**src/shared/bsav_defines.svh**
```systemverilog
`ifndef BSAV_DEFINES_SVH
`define BSAV_DEFINES_SVH

// ==========================================================
// register byte offsets on the apb side
`define BSAV_OFF_ADDR_SW 8'h00
`define BSAV_OFF_VEC_SW 8'h04
`define BSAV_OFF_CTRL 8'h08
`define BSAV_OFF_IRQ_STAT 8'h0c
`define BSAV_OFF_IRQ_CLR 8'h10
`define BSAV_OFF_IRQ_EN 8'h14
`define BSAV_OFF_BUS_STAT 8'h18
`define BSAV_OFF_BYTE_BASE 8'h20
`define BSAV_OFF_BYTE_LAST 8'h3c

// ==========================================================
// field positions
`define BSAV_CTRL_IE_IN 0
`define BSAV_CTRL_IE_OUT 1
`define BSAV_EV_IN_DONE 0
`define BSAV_EV_OUT_DONE 1
`define BSAV_EV_HOST_WR 2

// ==========================================================
// reset values
`define BSAV_ADDR_SW_RST 10'h000
`define BSAV_VEC_SW_RST 6'h00
`define BSAV_CTRL_RST 2'h0
`define BSAV_IRQ_EN_RST 3'h0

// ==========================================================
// host address decode and vector constants
`define BSAV_TOP_ADDR_ONES 5'h1f
`define BSAV_VEC_LOW_ZERO 2'h0
`define BSAV_VEC_DRIVE_MASK 9'h1fc

`endif

```
**src/shared/bsav_pkg.sv**
```systemverilog
package bsav_pkg;

	// ==========================================================
	// vector delivery sequence
	typedef enum logic [3:0]
	{
		BSAV_IDLE = 4'b0001,
		BSAV_REQ = 4'b0010,
		BSAV_VEC = 4'b0100,
		BSAV_DONE = 4'b1000
	} bsav_vstate_t;

endpackage

```
**src/shared/bsav_if.sv**
```systemverilog
`timescale 1ns/1ps

interface bsav_if;
	logic [17:0] addr;
	logic [9:0] addr_sw;
	logic match;
	logic [2:0] sel;
	logic [5:0] vec_sw;
	logic rdy_in;
	logic rdy_out;
	logic ie_in;
	logic ie_out;
	logic serve_out;
	logic req_in;
	logic req_out;
	logic [8:0] vector;

	modport decode (input addr, input addr_sw, output match, output sel);
	modport vgen (input vec_sw, input rdy_in, input rdy_out, input ie_in, input ie_out,
		input serve_out, output req_in, output req_out, output vector);
endinterface

```
**src/rtl/bsav_addr_dec.sv**
```systemverilog
`timescale 1ns/1ps
`include "bsav_defines.svh"

module bsav_addr_decode
(
	bsav_if.decode bus // host address in, match and register select out
);
	logic [9:0] bit_ok;

	// ==========================================================
	// per-bit switch compare
	genvar g;
	generate
		for (g = 0; g < 10; g++)
		begin : g_cmp
			// closed switch wants a zero, open wants a one
			assign bit_ok[g] = bus.addr[g + 3] == ~bus.addr_sw[g];
		end
	endgenerate

	assign bus.match = (bus.addr[17:13] == `BSAV_TOP_ADDR_ONES) && (&bit_ok);
	assign bus.sel = bus.addr[2:0];
endmodule // bsav_addr_decode

```
**src/rtl/bsav_vec_gen.sv**
```systemverilog
`timescale 1ns/1ps
`include "bsav_defines.svh"

module bsav_vec_gen
(
	bsav_if.vgen bus // flags and switches in, requests and vector out
);
	assign bus.req_in = bus.rdy_in & bus.ie_in;
	assign bus.req_out = bus.rdy_out & bus.ie_out;
	// bit 2 picks xx0 or xx4, so the two vectors sit four apart
	assign bus.vector = {bus.vec_sw, bus.serve_out, `BSAV_VEC_LOW_ZERO};
endmodule // bsav_vec_gen

```
**src/rtl/bsav_top.sv**
```systemverilog
`timescale 1ns/1ps
`include "bsav_defines.svh"

module bsav_top
(
	input wire logic i_clk, // 200 mhz clock
	input wire logic i_rst_n, // async reset, active low
	input wire logic i_psel, // apb select
	input wire logic i_penable, // apb enable
	input wire logic i_pwrite, // apb direction
	input wire logic [7:0] i_paddr, // apb byte address
	input wire logic [31:0] i_pwdata, // apb write data
	output logic [31:0] o_prdata, // apb read data
	output logic o_pready, // apb ready
	output logic o_pslverr, // apb error on unmapped address
	input wire logic [17:0] i_hb_addr, // host bus address pins
	input wire logic [7:0] i_hb_data, // host bus data in
	input wire logic i_hb_msyn, // host master strobe
	input wire logic i_hb_write, // host cycle is a write
	output logic [7:0] o_hb_data, // host read data out
	output logic o_hb_data_oe, // host data driven
	output logic o_hb_ssyn, // slave reply strobe
	input wire logic i_rdy_in, // input-ready flag, same clock
	input wire logic i_rdy_out, // output_ready_signal, same clock
	input wire logic i_bus_grant, // interrupt grant pin
	output logic o_bus_request_level_five, // interrupt bus request
	output logic [8:0] o_vec_data, // vector data lines out
	output logic [8:0] o_vec_oe, // per-line vector enables
	output logic o_vec_intr, // vector is on the lines
	output logic o_irq // local interrupt, level
);
	localparam int SYNC_W = 29;

	// ==========================================================
	// state
	typedef struct packed
	{
		logic [SYNC_W-1:0] sync1;
		logic [SYNC_W-1:0] sync2;
		logic [9:0] addr_sw;
		logic [5:0] vec_sw;
		logic [1:0] ctrl;
		logic [2:0] irq_stat;
		logic [2:0] irq_en;
		logic [7:0][7:0] bytes;
		bsav_pkg::bsav_vstate_t vst;
		logic serve_out;
		logic hb_ssyn;
		logic [7:0] hb_data;
		logic hb_oe;
		logic [8:0] vec_data;
		logic [8:0] vec_oe;
		logic br;
		logic vintr;
		logic [31:0] prdata;
		logic pready;
		logic pslverr;
		logic irq;
	} bsav_state_t;

	bsav_state_t st_reg;
	bsav_state_t st_next;

	logic [17:0] hb_addr_s;
	logic [7:0] hb_data_s;
	logic hb_msyn_s;
	logic hb_write_s;
	logic grant_s;

	// only the second stage is read
	assign hb_addr_s = st_reg.sync2[17:0];
	assign hb_data_s = st_reg.sync2[25:18];
	assign hb_msyn_s = st_reg.sync2[26];
	assign hb_write_s = st_reg.sync2[27];
	assign grant_s = st_reg.sync2[28];

	// ==========================================================
	// decode and vector submodules
	bsav_if bus ();

	assign bus.addr = hb_addr_s;
	assign bus.addr_sw = st_reg.addr_sw;
	assign bus.vec_sw = st_reg.vec_sw;
	assign bus.rdy_in = i_rdy_in;
	assign bus.rdy_out = i_rdy_out;
	assign bus.ie_in = st_reg.ctrl[`BSAV_CTRL_IE_IN];
	assign bus.ie_out = st_reg.ctrl[`BSAV_CTRL_IE_OUT];
	assign bus.serve_out = st_reg.serve_out;

	bsav_addr_decode u_decode
	(
		.bus(bus.decode)
	);

	bsav_vec_gen u_vgen
	(
		.bus(bus.vgen)
	);

	// ==========================================================
	// next state
	always_comb
	begin
		logic setup;
		logic access;
		logic [2:0] ev;
		logic [2:0] clr;
		logic [2:0] bidx;
		setup = 1'b0;
		access = 1'b0;
		ev = 3'h0;
		clr = 3'h0;
		bidx = 3'h0;

		st_next = st_reg;
		st_next.sync1 = {i_bus_grant, i_hb_write, i_hb_msyn, i_hb_data, i_hb_addr};
		st_next.sync2 = st_reg.sync1;

		// apb: data prepared in setup, ready in the first access cycle
		setup = i_psel & ~i_penable;
		access = i_psel & i_penable & st_reg.pready;
		bidx = i_paddr[4:2];
		st_next.pready = setup;
		// error flag only lives in the ready cycle, so the pin needs no gate
		st_next.pslverr = 1'b0;
		if (setup)
		begin
			st_next.prdata = 32'h0;
			st_next.pslverr = 1'b0;
			if (i_paddr >= `BSAV_OFF_BYTE_BASE && i_paddr <= `BSAV_OFF_BYTE_LAST
				&& i_paddr[1:0] == 2'h0)
			begin
				st_next.prdata = {24'h0, st_reg.bytes[bidx]};
			end
			else
			begin
				unique case (i_paddr)
					`BSAV_OFF_ADDR_SW: st_next.prdata = {22'h0, st_reg.addr_sw};
					`BSAV_OFF_VEC_SW: st_next.prdata = {26'h0, st_reg.vec_sw};
					`BSAV_OFF_CTRL: st_next.prdata = {30'h0, st_reg.ctrl};
					`BSAV_OFF_IRQ_STAT: st_next.prdata = {29'h0, st_reg.irq_stat};
					`BSAV_OFF_IRQ_CLR: st_next.prdata = 32'h0;
					`BSAV_OFF_IRQ_EN: st_next.prdata = {29'h0, st_reg.irq_en};
					`BSAV_OFF_BUS_STAT: st_next.prdata = {19'h0, st_reg.vec_data,
						st_reg.vst};
					default: st_next.pslverr = 1'b1;
				endcase
			end
		end
		else if (access)
		begin
			st_next.pready = 1'b0;
		end

		if (access && i_pwrite && !st_reg.pslverr)
		begin
			unique case (i_paddr)
				`BSAV_OFF_ADDR_SW: st_next.addr_sw = i_pwdata[9:0];
				`BSAV_OFF_VEC_SW: st_next.vec_sw = i_pwdata[5:0];
				`BSAV_OFF_CTRL: st_next.ctrl = i_pwdata[1:0];
				`BSAV_OFF_IRQ_CLR: clr = i_pwdata[2:0];
				`BSAV_OFF_IRQ_EN: st_next.irq_en = i_pwdata[2:0];
				default: clr = 3'h0;
			endcase
		end

		// host byte register access, one reply per strobe
		if (hb_msyn_s && bus.match && !st_reg.hb_ssyn)
		begin
			st_next.hb_ssyn = 1'b1;
			if (hb_write_s)
			begin
				st_next.bytes[bus.sel] = hb_data_s;
				ev[`BSAV_EV_HOST_WR] = 1'b1;
			end
			else
			begin
				st_next.hb_data = st_reg.bytes[bus.sel];
				st_next.hb_oe = 1'b1;
			end
		end
		else if (!hb_msyn_s)
		begin
			st_next.hb_ssyn = 1'b0;
			st_next.hb_oe = 1'b0;
			st_next.hb_data = 8'h0;
		end

		// interrupt request and vector delivery
		unique case (st_reg.vst)
			bsav_pkg::BSAV_IDLE:
			begin
				// input side is served first when both are pending
				if (bus.req_in || bus.req_out)
				begin
					st_next.serve_out = ~bus.req_in;
					st_next.br = 1'b1;
					st_next.vst = bsav_pkg::BSAV_REQ;
				end
			end
			bsav_pkg::BSAV_REQ:
			begin
				if (!(st_reg.serve_out ? bus.req_out : bus.req_in))
				begin
					// flag withdrawn before grant: drop the request
					st_next.br = 1'b0;
					st_next.vst = bsav_pkg::BSAV_IDLE;
				end
				else if (grant_s)
				begin
					st_next.br = 1'b0;
					st_next.vec_data = bus.vector;
					st_next.vec_oe = `BSAV_VEC_DRIVE_MASK;
					st_next.vintr = 1'b1;
					st_next.vst = bsav_pkg::BSAV_VEC;
				end
			end
			bsav_pkg::BSAV_VEC:
			begin
				if (!grant_s)
				begin
					// host has taken the vector once grant falls
					st_next.vec_data = 9'h0;
					st_next.vec_oe = 9'h0;
					st_next.vintr = 1'b0;
					st_next.vst = bsav_pkg::BSAV_DONE;
					if (st_reg.serve_out)
					begin
						ev[`BSAV_EV_OUT_DONE] = 1'b1;
					end
					else
					begin
						ev[`BSAV_EV_IN_DONE] = 1'b1;
					end
				end
			end
			bsav_pkg::BSAV_DONE:
			begin
				// one idle cycle lets the served flag drop first
				st_next.vst = bsav_pkg::BSAV_IDLE;
			end
			default:
			begin
				st_next.br = 1'b0;
				st_next.vec_oe = 9'h0;
				st_next.vintr = 1'b0;
				st_next.vst = bsav_pkg::BSAV_IDLE;
			end
		endcase

		// set wins over a clear in the same cycle
		st_next.irq_stat = (st_reg.irq_stat & ~clr) | ev;
		st_next.irq = |(st_next.irq_stat & st_next.irq_en);
	end

	// ==========================================================
	// registers
	always_ff @(posedge i_clk or negedge i_rst_n)
	begin
		if (!i_rst_n)
		begin
			st_reg.sync1 <= '0;
			st_reg.sync2 <= '0;
			st_reg.addr_sw <= `BSAV_ADDR_SW_RST;
			st_reg.vec_sw <= `BSAV_VEC_SW_RST;
			st_reg.ctrl <= `BSAV_CTRL_RST;
			st_reg.irq_stat <= 3'h0;
			st_reg.irq_en <= `BSAV_IRQ_EN_RST;
			st_reg.bytes <= '0;
			st_reg.vst <= bsav_pkg::BSAV_IDLE;
			st_reg.serve_out <= 1'b0;
			st_reg.hb_ssyn <= 1'b0;
			st_reg.hb_data <= 8'h0;
			st_reg.hb_oe <= 1'b0;
			st_reg.vec_data <= 9'h0;
			st_reg.vec_oe <= 9'h0;
			st_reg.br <= 1'b0;
			st_reg.vintr <= 1'b0;
			st_reg.prdata <= 32'h0;
			st_reg.pready <= 1'b0;
			st_reg.pslverr <= 1'b0;
			st_reg.irq <= 1'b0;
		end
		else
		begin
			st_reg <= st_next;
		end
	end

	// ==========================================================
	// outputs, all straight from flops
	assign o_prdata = st_reg.prdata;
	assign o_pready = st_reg.pready;
	assign o_pslverr = st_reg.pslverr;
	assign o_hb_data = st_reg.hb_data;
	assign o_hb_data_oe = st_reg.hb_oe;
	assign o_hb_ssyn = st_reg.hb_ssyn;
	assign o_bus_request_level_five = st_reg.br;
	assign o_vec_data = st_reg.vec_data;
	assign o_vec_oe = st_reg.vec_oe;
	assign o_vec_intr = st_reg.vintr;
	assign o_irq = st_reg.irq;
endmodule // bsav_top

```
**config.mk**
```make
export PLATFORM = sky130hd
export DESIGN_NAME = bsav_top
export DESIGN_NICKNAME = d
export VERILOG_FILES = /design/src/shared/bsav_pkg.sv /design/src/shared/bsav_if.sv /design/src/rtl/bsav_addr_dec.sv /design/src/rtl/bsav_vec_gen.sv /design/src/rtl/bsav_top.sv
export VERILOG_INCLUDE_DIRS = /design/src /design/src/shared
export SDC_FILE = /design/constraint.sdc
export NUM_CORES = 1
export LEC_CHECK = 0
export BUFFER_PORTS_ARGS = -buffer_cell sky130_fd_sc_hd__buf_2
export CORE_MARGIN = 2
export CORE_UTILIZATION = 44
export CTS_BUF_LIST = sky130_fd_sc_hd__clkbuf_4
export DETAILED_ROUTE_END_ITERATION = 8
export GPL_TIMING_DRIVEN = 0
export PLACE_DENSITY = 0.63
export REMOVE_ABC_BUFFERS = 1
export SYNTH_ARGS = -nofsm -noshare
export SYNTH_HDL_FRONTEND = slang
export SYNTH_SLANG_ARGS = --single-unit
```
**constraint.sdc**
```tcl
create_clock -name i_clk -period 2.8 [get_ports i_clk]
set_input_delay 0.28 -clock i_clk [delete_from_list [all_inputs] [get_ports i_clk]]
set_output_delay 0.28 -clock i_clk [all_outputs]
set_load 0.01 [all_outputs]
```
Word level (Yosys, flattened, before mapping)
Cells that the tools add are included.

Register bits: 216. Bits of input ports: 76. Output and inout bits: 65. Logic and storage cells: 156.

Order comparisons: 5. Equal/unequal tests: 28. Muxes and demuxes: 43. Bitwise logic cells: 23. Reductions and logical operators: 29.

Operator list (number): 13-bit case mux with 6 select lines (1); 64-bit bitwise mux (1); 8-bit binary-select mux with 3-bit select (2); 18-bit 2-to-1 mux (2); 32-bit 2-to-1 mux (1); 9-bit case mux with 3 select lines (1); 8-bit demux with 3-bit select (1); 8-bit by 5-bit == test with 1-bit output (second input constant) (3); 8-bit 2-to-1 mux (3); 10-bit 2-to-1 mux (2); 20-bit 2-to-1 mux (1); 9-bit case mux with 2 select lines (1); 8-bit by 4-bit == test with 1-bit output (second input constant) (2); 1-bit inverter (14); 1-bit 2-to-1 mux (13); 3-bit 2-to-1 mux (4); 4-bit 2-to-1 mux (3); 4-bit case mux with 3 select lines (1); 2-bit AND reduction (6); 1-bit == test (10); 2-bit != test (second input constant) (5); 10-bit AND reduction (1); 9-bit 2-to-1 mux (1); 8-bit by 3-bit == test with 1-bit output (second input constant) (1); 29 further kinds (48).

Longest topological paths before layout
Depth in word-level cells: 10. Depth in mapped cells: 7. Gate-level depth less buffers: 5.

Cells and area by module
From an unflattened synthesis, not the netlist that was laid out.

Cells, all modules: 634. Area total of the unflattened synthesis: 8675.8 um^2.

Modules (own cells, without submodules): bsav_top (times used 1, cells an instance 604, area each 8444.3 um^2, seq. area each 4705.8 um^2); bsav_addr_decode (times used 1, cells an instance 18, area each 147.6 um^2, seq. area each 0.0 um^2); bsav_vec_gen (times used 1, cells an instance 12, area each 83.8 um^2, seq. area each 0.0 um^2).

Worst setup path after synthesis
Ideal clock, no wire load.

Path kind: input -> register. Start: input port i_paddr[5]. End: register bus.vec_sw[0] (netlist name). Setup time: 0.125 ns. Data arrival time: 1.995 ns. Data required time: 2.675 ns. Slack: 0.680 ns. Cell stages on the path: 6. Path buffers: 1. Path through: or4_1 > or3_4 > nor3b_4 > and2b_1 > buf_6 > mux2_2.

Longest elaborated chain between the ends: 2.

Ends and longest elaborated chain: start, declared (line bsav_top.sv:11) `input wire logic [7:0] i_paddr,`; 8-bit by 3-bit == test with 1-bit output (line bsav_top.sv:157) `unique case (i_paddr)`; 2-bit AND reduction (no source line).

No other way between the ends. A chain may end at the register's enable or synchronous reset.

Final worst setup path
Start: register st_reg, in the netlist hb_msyn_s. End: register st_reg[107] (netlist name).

Longest elaborated chain between the ends: 3.

Ends and longest elaborated chain: start, declared (line bsav_top.sv:61) `bsav_state_t st_reg;`; start signal, assigned (line bsav_top.sv:286) `st_reg <= st_next;`; 1-bit logical AND (2 in series) (line bsav_top.sv:168) `if (hb_msyn_s && bus.match && !st_reg.hb_ssyn)`; 2-bit AND reduction (no source line).

No other way between the ends.

==> flow_summary.yaml <==
power:
  power.total_w: 0.004522
  p_leak_nw: 4.571
  ir_worst_vdd_mv: 0.2745
  pwr_density_cell_nw_per_um2: 475.7
die:
  coreArea_um2: 18770
  die-area_um2: 20380
  pin_count: 141
  num_rows: 50
  die_x_um: 142.8
  fp.dieH_um: 142.8
  start_util_pct: 45.13
run_status:
  status: "complete, no violations"
sta:
  rsz0062_at_grt: "no"
  fin_hold_ws_ps: 161.6
  finalSetupViolCount: 0
  min_period_ps: 2679
  hold_viol_final: 0
  slew_violations: 0
  worstMarginPinSlew_ps: 1035
  post-route-period-util_pct: 95.68
  slew_headroom_pct: 30.88
  fin_skew_ps: 24.52
  fmax_ghz: 0.3733
critical_path:
  crit_fanout: 11
  worstPathCellList: "o211a_1 > and4_1 > nand3_4 > nor3_2 > mux2_2"
  cp-end-kind: "flop"
  arrival_ps: 3170
  start_kind: "flop"
  slowest_stage: "nor3_2"
  path_buf_inv: 0
  critPathTopFamily: "simple AND/OR/NAND/NOR gates"
  max_stage_delay_ps: 870
  critPathRequiredTime_ps: 3290
  critPathKind: "flop to flop"
placement:
  place.port_buffers: 95
  hpwl_mm: 13.08
  place.gp.congestion: 0.8599
  dpl.cell_count: 932
routing:
  vias: 5564
  wl_per_cell_um: 19.02
  drtAntennaViolNets: 0
  dr.pass1.iters: 5
  post-route-drc-count: 0
  dr.first_iter.drc_count: 373
  wirelength_mm: 19.18
  vias_per_cell: 5.520
logic_synthesis:
  synth_cells: 668
  synth_area_per_cell_um2: 12.68
  yosysWarnings: 0
  synth_edf_count: 0
  ys_seq_elements: 186
  syn_area_um2: 8471
  yosysUniqueCellTypes: 58
  synth-seq-area-share_pct: 54.96
  async_flop_share_pct: 100.0
  synth_ff_type: "dfrtp_1"
finish:
  final_common_cell: "dfrtp_1"
  drive_gt1_share_pct: 33.64
  finalCoreUtilization_pct: 50.65
  largest_reg_flops: 74
  area_growth_pct: 12.22
  fin_cells: 1008
  num-nets-final: 836
  layout_common_cells: "dfrtp_1 (183), mux2_2 (97), buf_2 (94)"
hold_path:
  worstHoldPathType: "input pin to flop"
clocking:
  worstSkewPairLatency_ps: 610
  cts-root-buf: "clkbuf_4"
  clk_path_buf_depth: 2
  clk_pin_slew_ps: 180
  numCtsBuffers: 17
  htree_num_levels: 4
  cts_tree: "yes"
  cts_setup_buffers: 0
  cts_num_sinks: 186
run:
  maxCapViolations: 0
global_routing:
  grt_pass1_vias: 5672
  antenna_found_initial: 1
  grt_max_degree: 121
  grt_first_pass_wirelength_mm: 30.26
  grt_overflow: 0
  globalRouteTotalUtil_pct: 19.59
-- worst paths after layout --
check / startpoint / endpoint / slack, ps / cells past startpoint
worst min register to register: st_next[164] / bus.addr[6] / 360 / 0
max in group asynchronous: i_rst_n / st_next[167] / 1620 / 3
worst max register to register: hb_msyn_s / st_reg[107] / 120 / 5
min in group asynchronous: i_rst_n / st_next[182] / 210 / 2
worst max-delay path: hb_msyn_s / st_reg[107] / 120 / 5
worst min-delay path: i_rdy_out / st_reg[66] / 160 / 4
-- where the power goes --
group          total [W]  switching [W]  leakage [nW]  internal [W]
Sequential       0.00281      0.0000643          2.40       0.00275
Combinational   0.000331       0.000188          2.03      0.000143
Clock            0.00138       0.000993         0.142      0.000385
Total            0.00452        0.00125          4.57       0.00328
-- worst min-delay path, cell delays in order --
cell and delay, ps:
buf_2 90, a22oi_1 110, o32ai_1 240, nand2b_1 70
-- layout make-up --
class / instances / area [um^2]
repair buffers: 139 / 943.4
diodes: 1 / 2.502
inverters: 14 / 52.55
clock inverters: 15 / 133.9
flip-flops and latches: 186 / 4658
multi-input cells: 402 / 3294
fillers: 1648 / 9263
clock buffers: 17 / 127.6
well taps: 234 / 292.8
-- per-layer routing --
metal	vias up	global-route usage (%)	wire length [um]
met3	40	4.091	819
li1	2540	-	-
met1	2798	25.11	8295
met4	0	7.973	551
met2	186	32.64	9510
met5	-	0	0
-- repair_timing --
action                                  in CTS  in global routing
endpoints found under the hold margin      118                  0
resized for setup                            2                  1
endpoints found under the setup margin      32                  5
cloned                                       0                  0
hold buffers                                43                  0
-- Yosys cell counts, drive strengths merged (3+ instances only) --
cell	count	area share, %
buf	71	5.9
nand4	5	0.37
o22ai	4	0.30
a2111oi	3	0.31
nor2	30	1.3
xor2	7	0.72
a222oi	5	0.59
clkbuf	17	0.75
nand3	17	1.2
nor3	11	0.89
a22o	3	0.31
a21oi	10	0.59
and4	3	0.31
nor4	4	0.47
nand2	34	1.5
inv	14	0.62
a2bb2oi	3	0.31
nor2b	11	0.81
a221oi	3	0.31
a211oi	3	0.27
o2bb2ai	3	0.31
o221ai	5	0.52
dfrtp	185	55
o21ai	30	1.8
a31oi	10	0.74
a22oi	7	0.62
nand2b	10	0.74
o22a	3	0.31
o211ai	4	0.35
mux4	20	5.3
mux2	98	13
or4	4	0.35
mux2i	11	1.3
-- through the flow --
stage | setup TNS, ps | cell area [um^2] | worst slack, ps
2_1_floorplan | 0 | 7991 | 662.9
3_3_place_gp | -260120 | 8760 | -1394
3_5_place_dp | -5822 | 8802 | -263.7
4_1_cts | 0 | 9497 | 77.61
5_1_grt | 0 | 9505 | 12.74
6_report | 0 | 9505 | 120.9
-- cell families (layout without fill, tap and decap cells) --
family                 count (synthesis)  in the layout  synth area share (%)
AO/OA/AOI/OAI                        100            100                 8.021
XOR/XNOR                               7              7                0.7238
buffers and inverters                102            185                 7.253
flip-flops                           186            186                 54.96
multiplexers                         129            129                 19.65
other                                  1             24               0.04427
AND/OR/NAND/NOR                      143            143                 9.350
(Power assumes the default switching activity.)
